--- src/cpirq_pkg.sv ---
// Purpose: Constants and types for the clock and power interrupt enable block
// Assumes: AXI4-Lite slave, 32-bit data, one aligned word per register
// Notes: Only the sources listed below are implemented; other bits read zero
package cpirq_pkg;

	// -------------------------------------------------------------
	// Register byte offsets
	// -------------------------------------------------------------
	localparam logic [7:0] OFF_EN_CLR = 8'h00;
	localparam logic [7:0] OFF_EN_SET = 8'h04;
	localparam logic [7:0] OFF_FLAG = 8'h08;
	localparam logic [7:0] OFF_STATUS = 8'h0C;
	localparam logic [7:0] OFF_EVT = 8'h10;
	localparam logic [7:0] OFF_EVT_MASK = 8'h14;

	// -------------------------------------------------------------
	// Source bit positions
	// -------------------------------------------------------------
	localparam int BIT_PLL_LOCK_RISE = 15;
	localparam int BIT_BROWNOUT_SYNC_READY = 11;
	localparam int BIT_BROWNOUT_DETECT = 10;
	localparam int BIT_BROWNOUT_READY = 9;
	localparam int BIT_FLL_REF_CLOCK_STOPPED = 8;
	localparam int BIT_FLL_COARSE_LOCK = 7;
	localparam int BIT_FLL_FINE_LOCK = 6;
	localparam int BIT_FLL_OUT_OF_BOUNDS = 5;
	localparam int BIT_FLL_READY = 4;
	localparam int BIT_OSC_8MHZ_READY = 3;

	// Implemented sources, all others are reserved
	localparam logic [31:0] SRC_MASK = 32'h00008FF8;

	// -------------------------------------------------------------
	// Reset values and responses
	// -------------------------------------------------------------
	localparam logic [31:0] RST_WORD = 32'h00000000;
	localparam logic [1:0] RESP_OKAY = 2'h0;
	localparam logic [1:0] RESP_SLVERR = 2'h2;

	// Register state carried together
	typedef struct packed {
		logic [31:0] en;
		logic [31:0] flag;
		logic [31:0] evt;
		logic [31:0] mask;
	} cpirq_regs_t;

	localparam cpirq_regs_t RST_REGS = '{RST_WORD, RST_WORD, RST_WORD, RST_WORD};

endpackage

--- src/cpirq_top.sv ---
// Purpose: Interrupt enable set/clear, flags and event status behind AXI4-Lite
// Assumes: Status inputs synchronous to aclk; one write and one read at a time
// Notes: Request per source is flag and enable; irq is the masked sticky event
//
// Implementation choices: the AXI4-Lite slave port and the placing of the registers.
`timescale 1ns/1ps

module cpirq_top #(
	parameter int ADDR_W = 8
) (
	input wire logic aclk,
	input wire logic aresetn,
	input wire logic [ADDR_W-1:0] awaddr,
	input wire logic awvalid,
	output logic awready,
	input wire logic [31:0] wdata,
	input wire logic [3:0] wstrb,
	input wire logic wvalid,
	output logic wready,
	output logic [1:0] bresp,
	output logic bvalid,
	input wire logic bready,
	input wire logic [ADDR_W-1:0] araddr,
	input wire logic arvalid,
	output logic arready,
	output logic [31:0] rdata,
	output logic [1:0] rresp,
	output logic rvalid,
	input wire logic rready,
	input wire logic [31:0] clock_power_status,
	output logic [31:0] irq_req,
	output logic irq
);

	// -------------------------------------------------------------
	// Parameter check
	// -------------------------------------------------------------
	if (ADDR_W < 5 || ADDR_W > 32)
	begin : g_bad_addr
		$error("ADDR_W must be 5 to 32");
	end

	// -------------------------------------------------------------
	// State
	// -------------------------------------------------------------
	cpirq_pkg::cpirq_regs_t regs_q;
	cpirq_pkg::cpirq_regs_t regs_d;
	logic [31:0] status_prev_q;
	logic [31:0] irq_req_q;
	logic [31:0] irq_req_d;
	logic irq_q;
	logic irq_d;
	logic aw_hold_q;
	logic aw_hold_d;
	logic w_hold_q;
	logic w_hold_d;
	logic [7:0] waddr_q;
	logic [7:0] waddr_d;
	logic [31:0] wdata_q;
	logic [31:0] wdata_d;
	logic [3:0] wstrb_q;
	logic [3:0] wstrb_d;
	logic bvalid_q;
	logic bvalid_d;
	logic [1:0] bresp_q;
	logic [1:0] bresp_d;
	logic arready_q;
	logic arready_d;
	logic rvalid_q;
	logic rvalid_d;
	logic [31:0] rdata_q;
	logic [31:0] rdata_d;
	logic [1:0] rresp_q;
	logic [1:0] rresp_d;
	logic awready_q;
	logic wready_q;

	// Decoded write and read terms
	logic [31:0] strb_mask;
	logic [31:0] ones;
	logic [31:0] set_ones;
	logic [31:0] clr_ones;
	logic [31:0] fclr_ones;
	logic [31:0] rise;
	logic [31:0] evt_rdclr;
	logic do_wr;
	logic do_set;
	logic do_clr;
	logic do_fclr;
	logic wr_ok;
	logic rd_fire;
	logic [7:0] raddr;
	logic [31:0] rd_word;
	logic rd_ok;

	// -------------------------------------------------------------
	// Byte lane expansion
	// -------------------------------------------------------------
	for (genvar i = 0; i < 4; i++)
	begin : g_strb
		assign strb_mask[8*i +: 8] = {8{wstrb_q[i]}};
	end

	// Write decode
	assign do_wr = aw_hold_q && w_hold_q && !bvalid_q;
	assign ones = wdata_q & strb_mask;
	assign do_set = do_wr && (waddr_q == cpirq_pkg::OFF_EN_SET);
	assign do_clr = do_wr && (waddr_q == cpirq_pkg::OFF_EN_CLR);
	assign do_fclr = do_wr && (waddr_q == cpirq_pkg::OFF_FLAG);
	assign clr_ones = do_clr ? (ones & cpirq_pkg::SRC_MASK) : 32'h00000000;
	assign fclr_ones = do_fclr ? (ones & cpirq_pkg::SRC_MASK) : 32'h00000000;

	// -------------------------------------------------------------
	// Per source set terms, zero bits and reserved bits do nothing
	// -------------------------------------------------------------
	always_comb
	begin
		set_ones = 32'h00000000;
		if (do_set)
		begin
			set_ones[cpirq_pkg::BIT_PLL_LOCK_RISE] = ones[cpirq_pkg::BIT_PLL_LOCK_RISE];
			set_ones[cpirq_pkg::BIT_BROWNOUT_SYNC_READY] =
				ones[cpirq_pkg::BIT_BROWNOUT_SYNC_READY];
			set_ones[cpirq_pkg::BIT_BROWNOUT_DETECT] = ones[cpirq_pkg::BIT_BROWNOUT_DETECT];
			set_ones[cpirq_pkg::BIT_BROWNOUT_READY] = ones[cpirq_pkg::BIT_BROWNOUT_READY];
			set_ones[cpirq_pkg::BIT_FLL_REF_CLOCK_STOPPED] =
				ones[cpirq_pkg::BIT_FLL_REF_CLOCK_STOPPED];
			set_ones[cpirq_pkg::BIT_FLL_COARSE_LOCK] = ones[cpirq_pkg::BIT_FLL_COARSE_LOCK];
			set_ones[cpirq_pkg::BIT_FLL_FINE_LOCK] = ones[cpirq_pkg::BIT_FLL_FINE_LOCK];
			set_ones[cpirq_pkg::BIT_FLL_OUT_OF_BOUNDS] = ones[cpirq_pkg::BIT_FLL_OUT_OF_BOUNDS];
			set_ones[cpirq_pkg::BIT_FLL_READY] = ones[cpirq_pkg::BIT_FLL_READY];
			set_ones[cpirq_pkg::BIT_OSC_8MHZ_READY] = ones[cpirq_pkg::BIT_OSC_8MHZ_READY];
		end
	end

	// -------------------------------------------------------------
	// Read decode
	// -------------------------------------------------------------
	assign rd_fire = arvalid && arready_q;
	assign raddr = {3'h0, araddr[4:2], 2'h0};

	// Unmapped until the word index decodes
	always_comb
	begin
		rd_word = 32'h00000000;
		rd_ok = 1'b0;
		if ((araddr >> 5) == '0)
		begin
			rd_ok = 1'b1;
			case (raddr)
				cpirq_pkg::OFF_EN_CLR: rd_word = regs_q.en;
				cpirq_pkg::OFF_EN_SET: rd_word = regs_q.en;
				cpirq_pkg::OFF_FLAG: rd_word = regs_q.flag;
				cpirq_pkg::OFF_STATUS: rd_word = clock_power_status & cpirq_pkg::SRC_MASK;
				cpirq_pkg::OFF_EVT: rd_word = regs_q.evt;
				cpirq_pkg::OFF_EVT_MASK: rd_word = regs_q.mask;
				default: rd_ok = 1'b0;
			endcase
		end
	end

	// Read of the event register clears what it returned
	assign evt_rdclr = (rd_fire && rd_ok && raddr == cpirq_pkg::OFF_EVT) ? regs_q.evt :
		32'h00000000;

	// Write address check
	assign wr_ok = (waddr_q == cpirq_pkg::OFF_EN_CLR) || (waddr_q == cpirq_pkg::OFF_EN_SET) ||
		(waddr_q == cpirq_pkg::OFF_FLAG) || (waddr_q == cpirq_pkg::OFF_STATUS) ||
		(waddr_q == cpirq_pkg::OFF_EVT) || (waddr_q == cpirq_pkg::OFF_EVT_MASK);

	// -------------------------------------------------------------
	// Register file and interrupt next values
	// -------------------------------------------------------------
	always_comb
	begin
		regs_d = regs_q;
		rise = clock_power_status & ~status_prev_q & cpirq_pkg::SRC_MASK;
		regs_d.en = (regs_q.en | set_ones) & ~clr_ones;
		// write one clears, a new rise wins
		regs_d.flag = (regs_q.flag & ~fclr_ones) | rise;
		// Sticky event, set wins over read clear
		regs_d.evt = (regs_q.evt & ~evt_rdclr) | rise;
		if (do_wr && waddr_q == cpirq_pkg::OFF_EVT_MASK)
		begin
			regs_d.mask = (regs_q.mask & ~strb_mask) | (ones & cpirq_pkg::SRC_MASK);
		end
		irq_req_d = regs_d.flag & regs_d.en;
		irq_d = |(regs_d.evt & regs_d.mask);
	end

	// Register state update
	always_ff @(posedge aclk)
	begin
		if (!aresetn)
		begin
			regs_q <= cpirq_pkg::RST_REGS;
			status_prev_q <= cpirq_pkg::RST_WORD;
			irq_req_q <= cpirq_pkg::RST_WORD;
			irq_q <= 1'b0;
		end
		else
		begin
			regs_q <= regs_d;
			status_prev_q <= clock_power_status;
			irq_req_q <= irq_req_d;
			irq_q <= irq_d;
		end
	end

	// -------------------------------------------------------------
	// AXI4-Lite handshake next values
	// -------------------------------------------------------------
	always_comb
	begin
		aw_hold_d = aw_hold_q;
		w_hold_d = w_hold_q;
		waddr_d = waddr_q;
		wdata_d = wdata_q;
		wstrb_d = wstrb_q;
		bvalid_d = bvalid_q;
		bresp_d = bresp_q;
		arready_d = arready_q;
		rvalid_d = rvalid_q;
		rdata_d = rdata_q;
		rresp_d = rresp_q;
		// Capture address and data in either order
		if (awvalid && !aw_hold_q)
		begin
			aw_hold_d = 1'b1;
			waddr_d = {{(8 - 5){1'b0}}, awaddr[4:2], 2'h0};
			if ((awaddr >> 5) != '0)
			begin
				waddr_d = 8'hFF;
			end
		end
		if (wvalid && !w_hold_q)
		begin
			w_hold_d = 1'b1;
			wdata_d = wdata;
			wstrb_d = wstrb;
		end
		// Execute and answer
		if (do_wr)
		begin
			aw_hold_d = 1'b0;
			w_hold_d = 1'b0;
			bvalid_d = 1'b1;
			bresp_d = wr_ok ? cpirq_pkg::RESP_OKAY : cpirq_pkg::RESP_SLVERR;
		end
		else if (bvalid_q && bready)
		begin
			bvalid_d = 1'b0;
		end
		// Read path
		if (rd_fire)
		begin
			arready_d = 1'b0;
			rvalid_d = 1'b1;
			rdata_d = rd_ok ? rd_word : 32'h00000000;
			rresp_d = rd_ok ? cpirq_pkg::RESP_OKAY : cpirq_pkg::RESP_SLVERR;
		end
		else if (rvalid_q && rready)
		begin
			rvalid_d = 1'b0;
			arready_d = 1'b1;
		end
	end

	// Bus state update
	always_ff @(posedge aclk)
	begin
		if (!aresetn)
		begin
			aw_hold_q <= 1'b0;
			w_hold_q <= 1'b0;
			awready_q <= 1'b1;
			wready_q <= 1'b1;
			waddr_q <= 8'h00;
			wdata_q <= cpirq_pkg::RST_WORD;
			wstrb_q <= 4'h0;
			bvalid_q <= 1'b0;
			bresp_q <= cpirq_pkg::RESP_OKAY;
			arready_q <= 1'b0;
			rvalid_q <= 1'b0;
			rdata_q <= cpirq_pkg::RST_WORD;
			rresp_q <= cpirq_pkg::RESP_OKAY;
		end
		else
		begin
			aw_hold_q <= aw_hold_d;
			w_hold_q <= w_hold_d;
			awready_q <= !aw_hold_d;
			wready_q <= !w_hold_d;
			waddr_q <= waddr_d;
			wdata_q <= wdata_d;
			wstrb_q <= wstrb_d;
			bvalid_q <= bvalid_d;
			bresp_q <= bresp_d;
			arready_q <= arready_d | (!arready_q && !rvalid_q && !rvalid_d);
			rvalid_q <= rvalid_d;
			rdata_q <= rdata_d;
			rresp_q <= rresp_d;
		end
	end

	// Outputs straight from flops
	assign awready = awready_q;
	assign wready = wready_q;
	assign bvalid = bvalid_q;
	assign bresp = bresp_q;
	assign arready = arready_q;
	assign rvalid = rvalid_q;
	assign rdata = rdata_q;
	assign rresp = rresp_q;
	assign irq_req = irq_req_q;
	assign irq = irq_q;
endmodule

--- config.mk ---
export PLATFORM = sky130hd
export DESIGN_NAME = cpirq_top
export DESIGN_NICKNAME = d
export VERILOG_FILES = /design/src/cpirq_pkg.sv /design/src/cpirq_top.sv
export SDC_FILE = /design/constraint.sdc
export NUM_CORES = 1
export LEC_CHECK = 0
export ABC_AREA = 1
export BUFFER_PORTS_ARGS = -buffer_cell sky130_fd_sc_hd__buf_2
export CAP_MARGIN = 20
export CORE_UTILIZATION = 53
export DETAILED_ROUTE_END_ITERATION = 8
export PLACE_DENSITY = 0.84
export SLEW_MARGIN = 40
export SYNTH_ARGS = -nofsm -noshare
export SYNTH_HDL_FRONTEND = slang
export SYNTH_SLANG_ARGS = --single-unit
--- constraint.sdc ---
create_clock -name aclk -period 1.9 [get_ports aclk]
set_input_delay 0.57 -clock aclk [delete_from_list [all_inputs] [get_ports aclk]]
set_output_delay 0.57 -clock aclk [all_outputs]
set_load 0.01 [all_outputs]
# ---- Word-level counts from Yosys, hierarchy flattened
# Cells that the tools add are included.
dict set report word_totals {
  reg_bits 248
  inputBits 91
  word_cells 108
}
dict set report op_classes {
  n_eq_ne 10
  n_mux 24
  bitwise 18
  n_reduce_logical 36
}
# cell n
set ops {}
lappend ops {{32-bit bitwise AND} 6}
lappend ops {{32-bit case mux with 5 select lines} 1}
lappend ops {{32-bit two-way mux} 4}
lappend ops {{32-bit by 16-bit bitwise OR with 32-bit output} 4}
lappend ops {{16-bit inverter with 32-bit output} 2}
lappend ops {{32-bit inverter} 2}
lappend ops {{16-bit bitwise AND} 2}
lappend ops {{16-bit two-way mux} 2}
lappend ops {{32-bit OR reduction} 1}
lappend ops {{8-bit zero test} 3}
lappend ops {{8-bit by 4-bit equality test with 1-bit output, second input constant} 2}
lappend ops {{8-bit by 5-bit equality test with 1-bit output, second input constant} 2}
lappend ops {{16-bit inverter} 1}
lappend ops {{1-bit logical AND} 15}
lappend ops {{1-bit two-way mux} 13}
lappend ops {{9-bit two-way mux} 1}
lappend ops {{8-bit by 3-bit equality test with 1-bit output, second input constant} 1}
lappend ops {{1-bit zero test} 8}
lappend ops {{8-bit two-way mux} 1}
lappend ops {{8-bit nonzero test} 1}
lappend ops {{3-bit by 2-bit equality test with 1-bit output, second input constant} 2}
lappend ops {{3-bit equality test, second input constant} 2}
lappend ops {{6-bit OR reduction} 1}
lappend ops {{1-bit logical OR} 5}
lappend ops {{other kinds (5)} 6}

# ---- Logic depth before layout (Yosys ltp)
# Gate-level depths: netlist of run 1.
dict set report depth {
  ltp_word 12
  mapped_depth 13
  ltp_nobuf 12
}

# ---- Worst setup path after synthesis of run 1
# OpenSTA, ideal clock, no wires.
dict set report synth_timing {
  path_kind {input port to flip-flop}
  start {input port araddr[3]}
  end {register irq_q, in the netlist irq}
  setup_time_ps 132
  t_arrival_ps 1607
  t_required_ps 1768
  slack_ps 160
  path_stages 13
  n_path_buf 1
  path_cell_list {inv_1 > nand2_1 > nor2_4 > nand2_4 > buf_6 > nand2_1 > nand2_1 > nand2_1 > nand2_1 > nor2_1 > nand2_1 > nor2_1 > a21oi_1}
}
dict set report synth_between {
  elab_chain_cells 12
  word_cells_on_any_way 17
}
# element line_no
set synth_lines {}
lappend synth_lines {{start: declaration} cpirq_top.sv:23} ;# input wire logic [ADDR_W-1:0] araddr,
lappend synth_lines {{8-bit zero test, or another cell as far along} cpirq_top.sv:150} ;# case (raddr)
lappend synth_lines {{6-bit OR reduction (no source line)} n/a}
lappend synth_lines {{1-bit two-way mux} cpirq_top.sv:150}
lappend synth_lines {{1-bit two-way mux} cpirq_top.sv:147} ;# if ((araddr >> 5) == '0)
lappend synth_lines {{1-bit logical AND} cpirq_top.sv:163} ;# assign evt_rdclr = (rd_fire && rd_ok && raddr == cpirq_pkg::OFF_EVT) ? regs_q.evt :
lappend synth_lines {{1-bit logical AND *} cpirq_top.sv:163}
lappend synth_lines {{32-bit two-way mux *} cpirq_top.sv:163}
lappend synth_lines {{32-bit inverter *} cpirq_top.sv:182} ;# regs_d.evt = (regs_q.evt & ~evt_rdclr) | rise;
lappend synth_lines {{32-bit bitwise AND *} cpirq_top.sv:182}
lappend synth_lines {{32-bit by 16-bit bitwise OR with 32-bit output *} cpirq_top.sv:182}
lappend synth_lines {{32-bit bitwise AND *} cpirq_top.sv:188} ;# irq_d = |(regs_d.evt & regs_d.mask);
lappend synth_lines {{32-bit OR reduction *} cpirq_top.sv:188}
lappend synth_lines {{end signal: assignment} cpirq_top.sv:206} ;# irq_q <= irq_d;
lappend synth_lines {{end: declaration} cpirq_top.sv:51} ;# logic irq_q;
# Every way passes the cells marked *; elsewhere a longest branch is shown, timed or not.
# A chain may end at the register's enable or synchronous reset.

# ---- Worst setup path after layout of run 1
dict set report layout_timing {
  start {register waddr_q[3]}
  end {register irq_q, in the netlist irq}
}
dict set report layout_between {
  elab_chain_cells 5
}
# element line_no
set layout_lines {}
lappend layout_lines {{start: declaration} cpirq_top.sv:57} ;# logic [7:0] waddr_q;
lappend layout_lines {{start signal: assignment} cpirq_top.sv:294} ;# waddr_q <= waddr_d;
lappend layout_lines {{8-bit by 5-bit equality test with 1-bit output} cpirq_top.sv:183} ;# if (do_wr && waddr_q == cpirq_pkg::OFF_EVT_MASK)
lappend layout_lines {{1-bit logical AND} cpirq_top.sv:183}
lappend layout_lines {{32-bit two-way mux} cpirq_top.sv:183}
lappend layout_lines {{32-bit bitwise AND} cpirq_top.sv:188}
lappend layout_lines {{32-bit OR reduction} cpirq_top.sv:188}
# Every way passes these cells.

==> reports/results.ini, run 1 <==
[detailed_routing]
routed-via-count = 6147
drt-pass1-iter-count = 8
detailed_route_wl_mm = 16.0
drcViolationCount = 0
avgRoutedWirePerCell_um = 13.5
routed_via_density = 5.17
ant_nets = 0
drt_iter0_markers = 484

[worst_setup_path]
cp_data_required_time_ns = 2.21
r2r-end = irq$_SDFF_PN0_
ff2ff_path_depth = 13
reg2reg_slack_ns = 0.12
r2r-start = waddr_q[3]$_SDFFE_PN0P_
nature_of_the_critical_path_endpoint = flop
worstPathMaxFanout = 12
criticalPathCategory = reg2reg
critical_path_arrival_ns = 2.09
crit_path_start_kind = flop

[global_route]
grt_pass1_vias = 5548
gr-usage-all-layers = 0.255
met1_usage = 0.319
grt_first_pass_wirelength_mm = 25.8
gr-usage-met2 = 0.424
grt_start_max_net_pins = 55
grt_most_used_layer = met2
antenna_found_initial = 0
grt-ovfl-total = 0
grtUsageMet3 = 0.0566

[clock_network]
htree_num_levels = 4
worstSkewPairLatency_ns = 0.42
cts_setup_buffers = 0
cts.hold.buffers_added = 0
clock_tree_from_tritoncts = built
cts-buffers-inserted = 17
cts.path.max_buffers = 2
worst_setup_hold_path_clk_slew_ns = 0.06
cts_resized = 0
clock_tree_root_driver_cell = clkbuf_16
numClockSinks = 164

[timing]
period_minus_slack_ns = 1.78
timing_hold_violations_final = 0
finClkSkew_ns = 0.00737
rsz_0062_raised_after_global_routing = yes
total_setup_violations_reported_at_the_end_of_the_flow = 0
max_slew.worst_pin.slew_ns = 0.838
finalCritPeriodShare = 0.938
timing.setup.tns_ns = 0
report.final.slew_viol_count = 0
max_freq_mhz = 561
timing.slew.headroom = 0.438

[synthesis]
post-synth-top-area-fraction = 0.492
post_synth_mux_area_share = 0
synth_compound_area_frac = 0.139
synth.cell_area_um2 = 6680
synth.distinct_cells = 32
yosys.area_share.simple = 0.259
syn_area_per_cell_um2 = 7.48
yosys.area.top_type = dfxtp_1
yosys_warnings = 0
combinational_family_with_the_most_area_after_synthesis = simple AND/OR/NAND/NOR gates
post_synth_xor_area_fraction = 0
postSynthCellCount = 893
post_synth_main_area_contributors = dfxtp_1 49%, nand2_1 11%, nor2_1 6.2%
ff_latch_count_synth = 164
synth_fa_ha_area_frac = 0
synth-seq-area-share = 0.492

[hold_path]
worstHoldPathType = in2reg
timing.hold.worst.start = clock_power_status[15]
hold-path-cell-count = 3
min_to = status_prev_q[15]$_SDFF_PN0_

[power]
power_switching_mw = 1.70
power.share.clock = 0.434
pwr_per_cell_area_nw_per_um2 = 896
power.leakage_nw = 3.73
power.internal_mw = 5.51
total_power_mw = 7.22
power.combinational.fraction = 0.070
sw_frac_of_total = 0.236
share_seq_of_total_power = 0.497
peakVddDrop_uv = 773

[die]
core_um2 = 12200
num_io_pins = 165
initial_core_util = 0.549
rows = 40
die_width_um = 114
die_area_um2 = 13100
dieHeight_um = 114

[final_layout]
nNetsFinal = 1099
insertedDiodeCount = 0
area_delta_synth_final_pct = 20.6
layout-drive-gt1-share = 0.178
fin_util = 0.662

[place]
post-dp-hpwl_mm = 11.0
gp_congestion = 0.890
port-buffer-count = 92

[flow_run]
cap_violations = 0

[outcome]
result_of_the_run = finished, final reports clean

-- synth_stat cells, drive strengths merged --
library cell and n:
nor2 115, nand4 12, o221ai 3, nand3 38, nor3 37, o211ai 2
buf 42, conb 1, dfxtp 164, clkbuf 21, o21ai 33, nand2 195
or2 2, o22ai 16, o2111ai 3, clkinv 1, a22oi 26, a21oi 75
o211a 1, a221oi 2, nand3b 6, inv 98
-- area by class of cell --
class | instances | area [um2]
inverters | 99 | 373
clock inverters | 8 | 51.3
fillers | 1033 | 4110
flip-flops and latches | 164 | 3280
multi-input cells | 590 | 2760
clock buffers | 24 | 492
repair buffers | 136 | 891
well taps | 168 | 210
-- worst max-delay path: stages (launching register included) --
cell and delay, ns:
dfxtp_1 0.35, inv_2 0.09, nand2_1 0.08, nor2_4 0.19, nand2_4 0.10, buf_12 0.15
nand2_1 0.04, o21ai_0 0.09, nand2_1 0.10, nand2_1 0.05, nor2_1 0.16, nand2_1 0.08
nor2_1 0.10, a21oi_1 0.07
-- flip-flops by register name, summed over array words and instances (netlist names) --
name,count
rvalid,1
aw_hold_q,1
wdata_q,10
wstrb_q,4
regs_q,84
rresp,1
rdata,32
bvalid,1
status_prev_q,10
wready,1
waddr_q,4
w_hold_q,1
bresp,1
irq_req,10
arready,1
irq,1
awready,1
-- per-layer routing --
layer	routed length [um]	vias to the layer above
li1	-	3085
met1	7050	2801
met2	7630	229
met3	995	32
met4	374	0
met5	0	-
-- cell usage in the layout (no fill, tap or decap) --
| cell type | synthesis | layout |
|---|---|---|
| a21oi_1 | 75 | 75 |
| nor3_1 | 35 | 35 |
| o211a_1 | 1 | 1 |
| o211ai_1 | 2 | 2 |
| clkbuf_16 | 0 | 17 |
| o21ai_1 | 5 | 5 |
| o21ai_0 | 28 | 28 |
| nor2_1 | 110 | 110 |
| nand3_1 | 38 | 38 |
| clkinv_4 | 0 | 1 |
| clkbuf_1 | 21 | 3 |
| nand3b_1 | 6 | 6 |
| nand4_1 | 12 | 12 |
| clkbuf_8 | 0 | 4 |
| o22ai_1 | 16 | 16 |
| a22oi_1 | 26 | 26 |
| inv_1 | 94 | 94 |
| nor3_2 | 2 | 2 |
| conb_1 | 1 | 24 |
| inv_2 | 4 | 3 |
| o221ai_1 | 3 | 3 |
| or2_2 | 2 | 2 |
| buf_12 | 0 | 8 |
| clkinv_1 | 1 | 1 |
| nor2_4 | 3 | 4 |
| clkinvlp_4 | 0 | 3 |
| a221oi_1 | 2 | 2 |
| buf_4 | 24 | 36 |
| dfxtp_1 | 164 | 164 |
| nor2_2 | 2 | 1 |
| nand2_2 | 1 | 2 |
| buf_2 | 11 | 92 |
| o2111ai_1 | 3 | 3 |
| clkinv_2 | 0 | 5 |
| nand2_1 | 192 | 191 |
| nand2_4 | 2 | 2 |
-- logic make-up after synthesis --
group / count (synthesis)
AO/OA/AOI/OAI: 161
AND/OR/NAND/NOR: 405
buffers and inverters: 162
flip-flops: 164
other: 1
-- worst max-delay path by stage --
stage,start,endpoint,slack [ns],cells past startpoint
after floorplan,araddr[3],irq$_SDFF_PN0_,0.16,13
after global placement,araddr[4],rdata[4]$_SDFFE_PN0P_,-0.19,7
after detailed placement,araddr[4],rdata[6]$_SDFFE_PN0P_,-0.24,7
after CTS,waddr_q[3]$_SDFFE_PN0P_,irq$_SDFF_PN0_,0.02,13
after global routing,w_hold_q$_SDFF_PN0_,irq$_SDFF_PN0_,-0.04,10
final,waddr_q[3]$_SDFFE_PN0P_,irq$_SDFF_PN0_,0.12,13
-- per-stage QoR --
step | std cells | instance area [um2] | setup WS, ns | hold WS, ns
floorplan | 916 | 6770 | 0.160 | 0.429
global placement | 1157 | 7500 | -0.192 | 0.439
detailed placement | 1157 | 7500 | -0.237 | 0.441
CTS | 1189 | 8050 | 0.0250 | 0.350
global route | 1189 | 8060 | -0.0363 | 0.351
finish | 1189 | 8060 | 0.118 | 0.362
-- power groups by stage --
stage / sequential, mW / combinational, mW / clock, mW
after global placement: 3.66 / 0.484 / 0
after floorplan: 3.65 / 0.327 / 0
after detailed placement: 3.66 / 0.493 / 0
after global routing: 3.59 / 0.558 / 3.33
after CTS: 3.58 / 0.498 / 3.17
final: 3.58 / 0.502 / 3.13
Power figures use the tool's default switching activity.
==> run 2, diff against run 1 <==
Settings changed: CELL_PAD_IN_SITES_DETAIL_PLACEMENT set to 0, CELL_PAD_IN_SITES_GLOBAL_PLACEMENT set to 2, CORE_UTILIZATION 53 to 29, PLACE_DENSITY 0.84 to 0.83.
==> reports/results.ini, run 2 (synthesis results as in run 1) <==
[outcome]
result_of_the_run = finished, final reports clean

[final_layout]
largest_register_ff_count = 84
number_of_standard_cells_in_the_final_layout_excluding_fillers = 1318
nNetsFinal = 1111
top_reg_by_flops = regs_q
layout-drive-gt1-share = 0.191
insertedDiodeCount = 0
layout.filler_cells = 2423
area_delta_synth_final_pct = 25.3
mostFrequentLayoutCells = 192 x nand2_1, 164 x dfxtp_1, 109 x nor2_1
final_cell_area_um2 = 8370
layout.cells.most_common = nand2_1

[hold_path]
min_to = status_prev_q[9]$_SDFF_PN0_
timing.hold.worst.start = clock_power_status[9]
worstHoldPathType = in2reg
hold-path-cell-count = 3

[timing]
report.final.slew_viol_count = 0
rsz_0062_raised_after_global_routing = yes
finalCritPeriodShare = 0.904
period_minus_slack_ns = 1.72
max_slew.worst_pin.slew_ns = 0.550
setup_ws_ns = 0.182
finClkSkew_ns = 0.0222
timing_hold_violations_final = 0
whs_ns = 0.334
total_setup_violations_reported_at_the_end_of_the_flow = 0
max_freq_mhz = 582
timing.slew.headroom = 0.632

[power]
pwr_per_cell_area_nw_per_um2 = 926
peakVddDrop_uv = 489
total_power_mw = 7.74
power.share.clock = 0.468
power.combinational.fraction = 0.070
sw_frac_of_total = 0.247
power_switching_mw = 1.91
power.internal_mw = 5.83
share_seq_of_total_power = 0.462
power.leakage_nw = 3.80

[place]
gp_congestion = 0.760
port-buffer-count = 92
placed_cell_area_um2 = 7720
placed_instances = 1286
post-dp-hpwl_mm = 13.0
dp_slack_ns = -0.254

[detailed_routing]
drcViolationCount = 0
drt-pass1-iter-count = 4
ant_nets = 0
routed_via_density = 4.50
drt_iter0_markers = 401
detailed_route_wl_mm = 18.6
avgRoutedWirePerCell_um = 14.1
routed-via-count = 5936

[global_route]
grt-ovfl-total = 0
antenna_found_initial = 0
grt_pass1_vias = 5911
grt_start_max_net_pins = 68
gr-usage-all-layers = 0.165
grt_first_pass_wirelength_mm = 30.3

[clock_network]
worstSkewPairLatency_ns = 0.44
numClockSinks = 164
worst_setup_hold_path_clk_slew_ns = 0.07
cts.path.max_buffers = 2
cts_setup_buffers = 0
cts-buffers-inserted = 17
clock_tree_from_tritoncts = built
htree_num_levels = 4
clock_tree_root_driver_cell = clkbuf_16

[worst_setup_path]
reg2reg_slack_ns = 0.18
crit_path_start_kind = flop
criticalPathCategory = reg2reg
worstPathCellList = nand2_1 -> nor2_4 -> nand2_1 -> inv_1 -> nand2_1 -> buf_4 -> o22ai_1 -> nor3_1
cpMaxStageDelayCell = dfxtp_1
critical_path_arrival_ns = 2.03
ff2ff_path_depth = 8
r2r-end = irq_req[15]$_SDFF_PN0_
critical_path.max_stage_delay_ns = 0.35
worstPathMaxFanout = 6
cp_data_required_time_ns = 2.21
critPathMostFrequentCell = nand2_1
r2r-start = w_hold_q$_SDFF_PN0_
nature_of_the_critical_path_endpoint = flop

[die]
dieHeight_um = 154
die_area_um2 = 23600
num_io_pins = 165
rows = 55
die_width_um = 154
core_um2 = 22600
initial_core_util = 0.295

[flow_run]
cap_violations = 0

-- run 2: cell types whose count changed in the layout (fill, tap and decap cells not counted), moves of 2 or more --
cell,previous run,this run
bufinv_16,0,3
inv_6,0,6
clkbuf_1,3,0
clkinv_2,5,2
buf_12,8,6
clkbuf_8,4,0
buf_4,36,48
-- run 2: final cells by class --
class	instances	area, um2	share of cell area
sequential	164	3280	0.392
multi-input combinational	590	2770	0.331
timing repair buffer	148	967	0.116
clock buffer	17	425	0.0508
inverter	99	373	0.0446
tap	285	357	0.0426
clock inverter	15	191	0.0229
-- run 2: routing by layer --
metal  GRT usage  wire length, um
met5           0                0
met4      0.0457              135
met3      0.0333              659
met2       0.290             9300
met1       0.203             8540
-- run 2: worst max path at each step --
stage / end / cells after the start / startpoint / slack [ns]
after floorplan: irq$_SDFF_PN0_ / 13 / araddr[3] / 0.16
after global placement: irq$_SDFF_PN0_ / 13 / araddr[6] / -0.22
after detailed placement: irq$_SDFF_PN0_ / 13 / araddr[3] / -0.25
after CTS: irq$_SDFF_PN0_ / 11 / w_hold_q$_SDFF_PN0_ / 0.12
after global routing: irq_req[8]$_SDFF_PN0_ / 9 / w_hold_q$_SDFF_PN0_ / -0.004
final: irq_req[15]$_SDFF_PN0_ / 8 / w_hold_q$_SDFF_PN0_ / 0.18
-- run 2: worst max-delay path, delay by kind of cell, from the launching register on --
family          cells  cell delay, ns
compound gates      1            0.24
buf+inv             2            0.32
flops               1            0.35
simple gates        5            0.69
-- run 2: power groups by stage --
stage | registers, mW | clock network [mW] | logic, mW
2_1_floorplan | 3.65 | 0 | 0.327
3_3_place_gp | 3.65 | 0 | 0.539
3_5_place_dp | 3.65 | 0 | 0.545
4_1_cts | 3.57 | 3.71 | 0.548
5_1_grt | 3.58 | 3.86 | 0.610
6_report | 3.57 | 3.63 | 0.544
-- run 2: per-stage QoR --
step                       util  setup TNS (ns)
after floorplan               -               0
after global placement    0.341           -5.02
after detailed placement  0.341           -3.23
after CTS                 0.368               0
after global routing      0.370        -0.00444
final                     0.370               0
-- run 2: timing repair --
action / in CTS / in global routing
gates resized for setup: 0 / 6
hold buffers: 0 / 0
setup endpoints to repair: 0 / 1
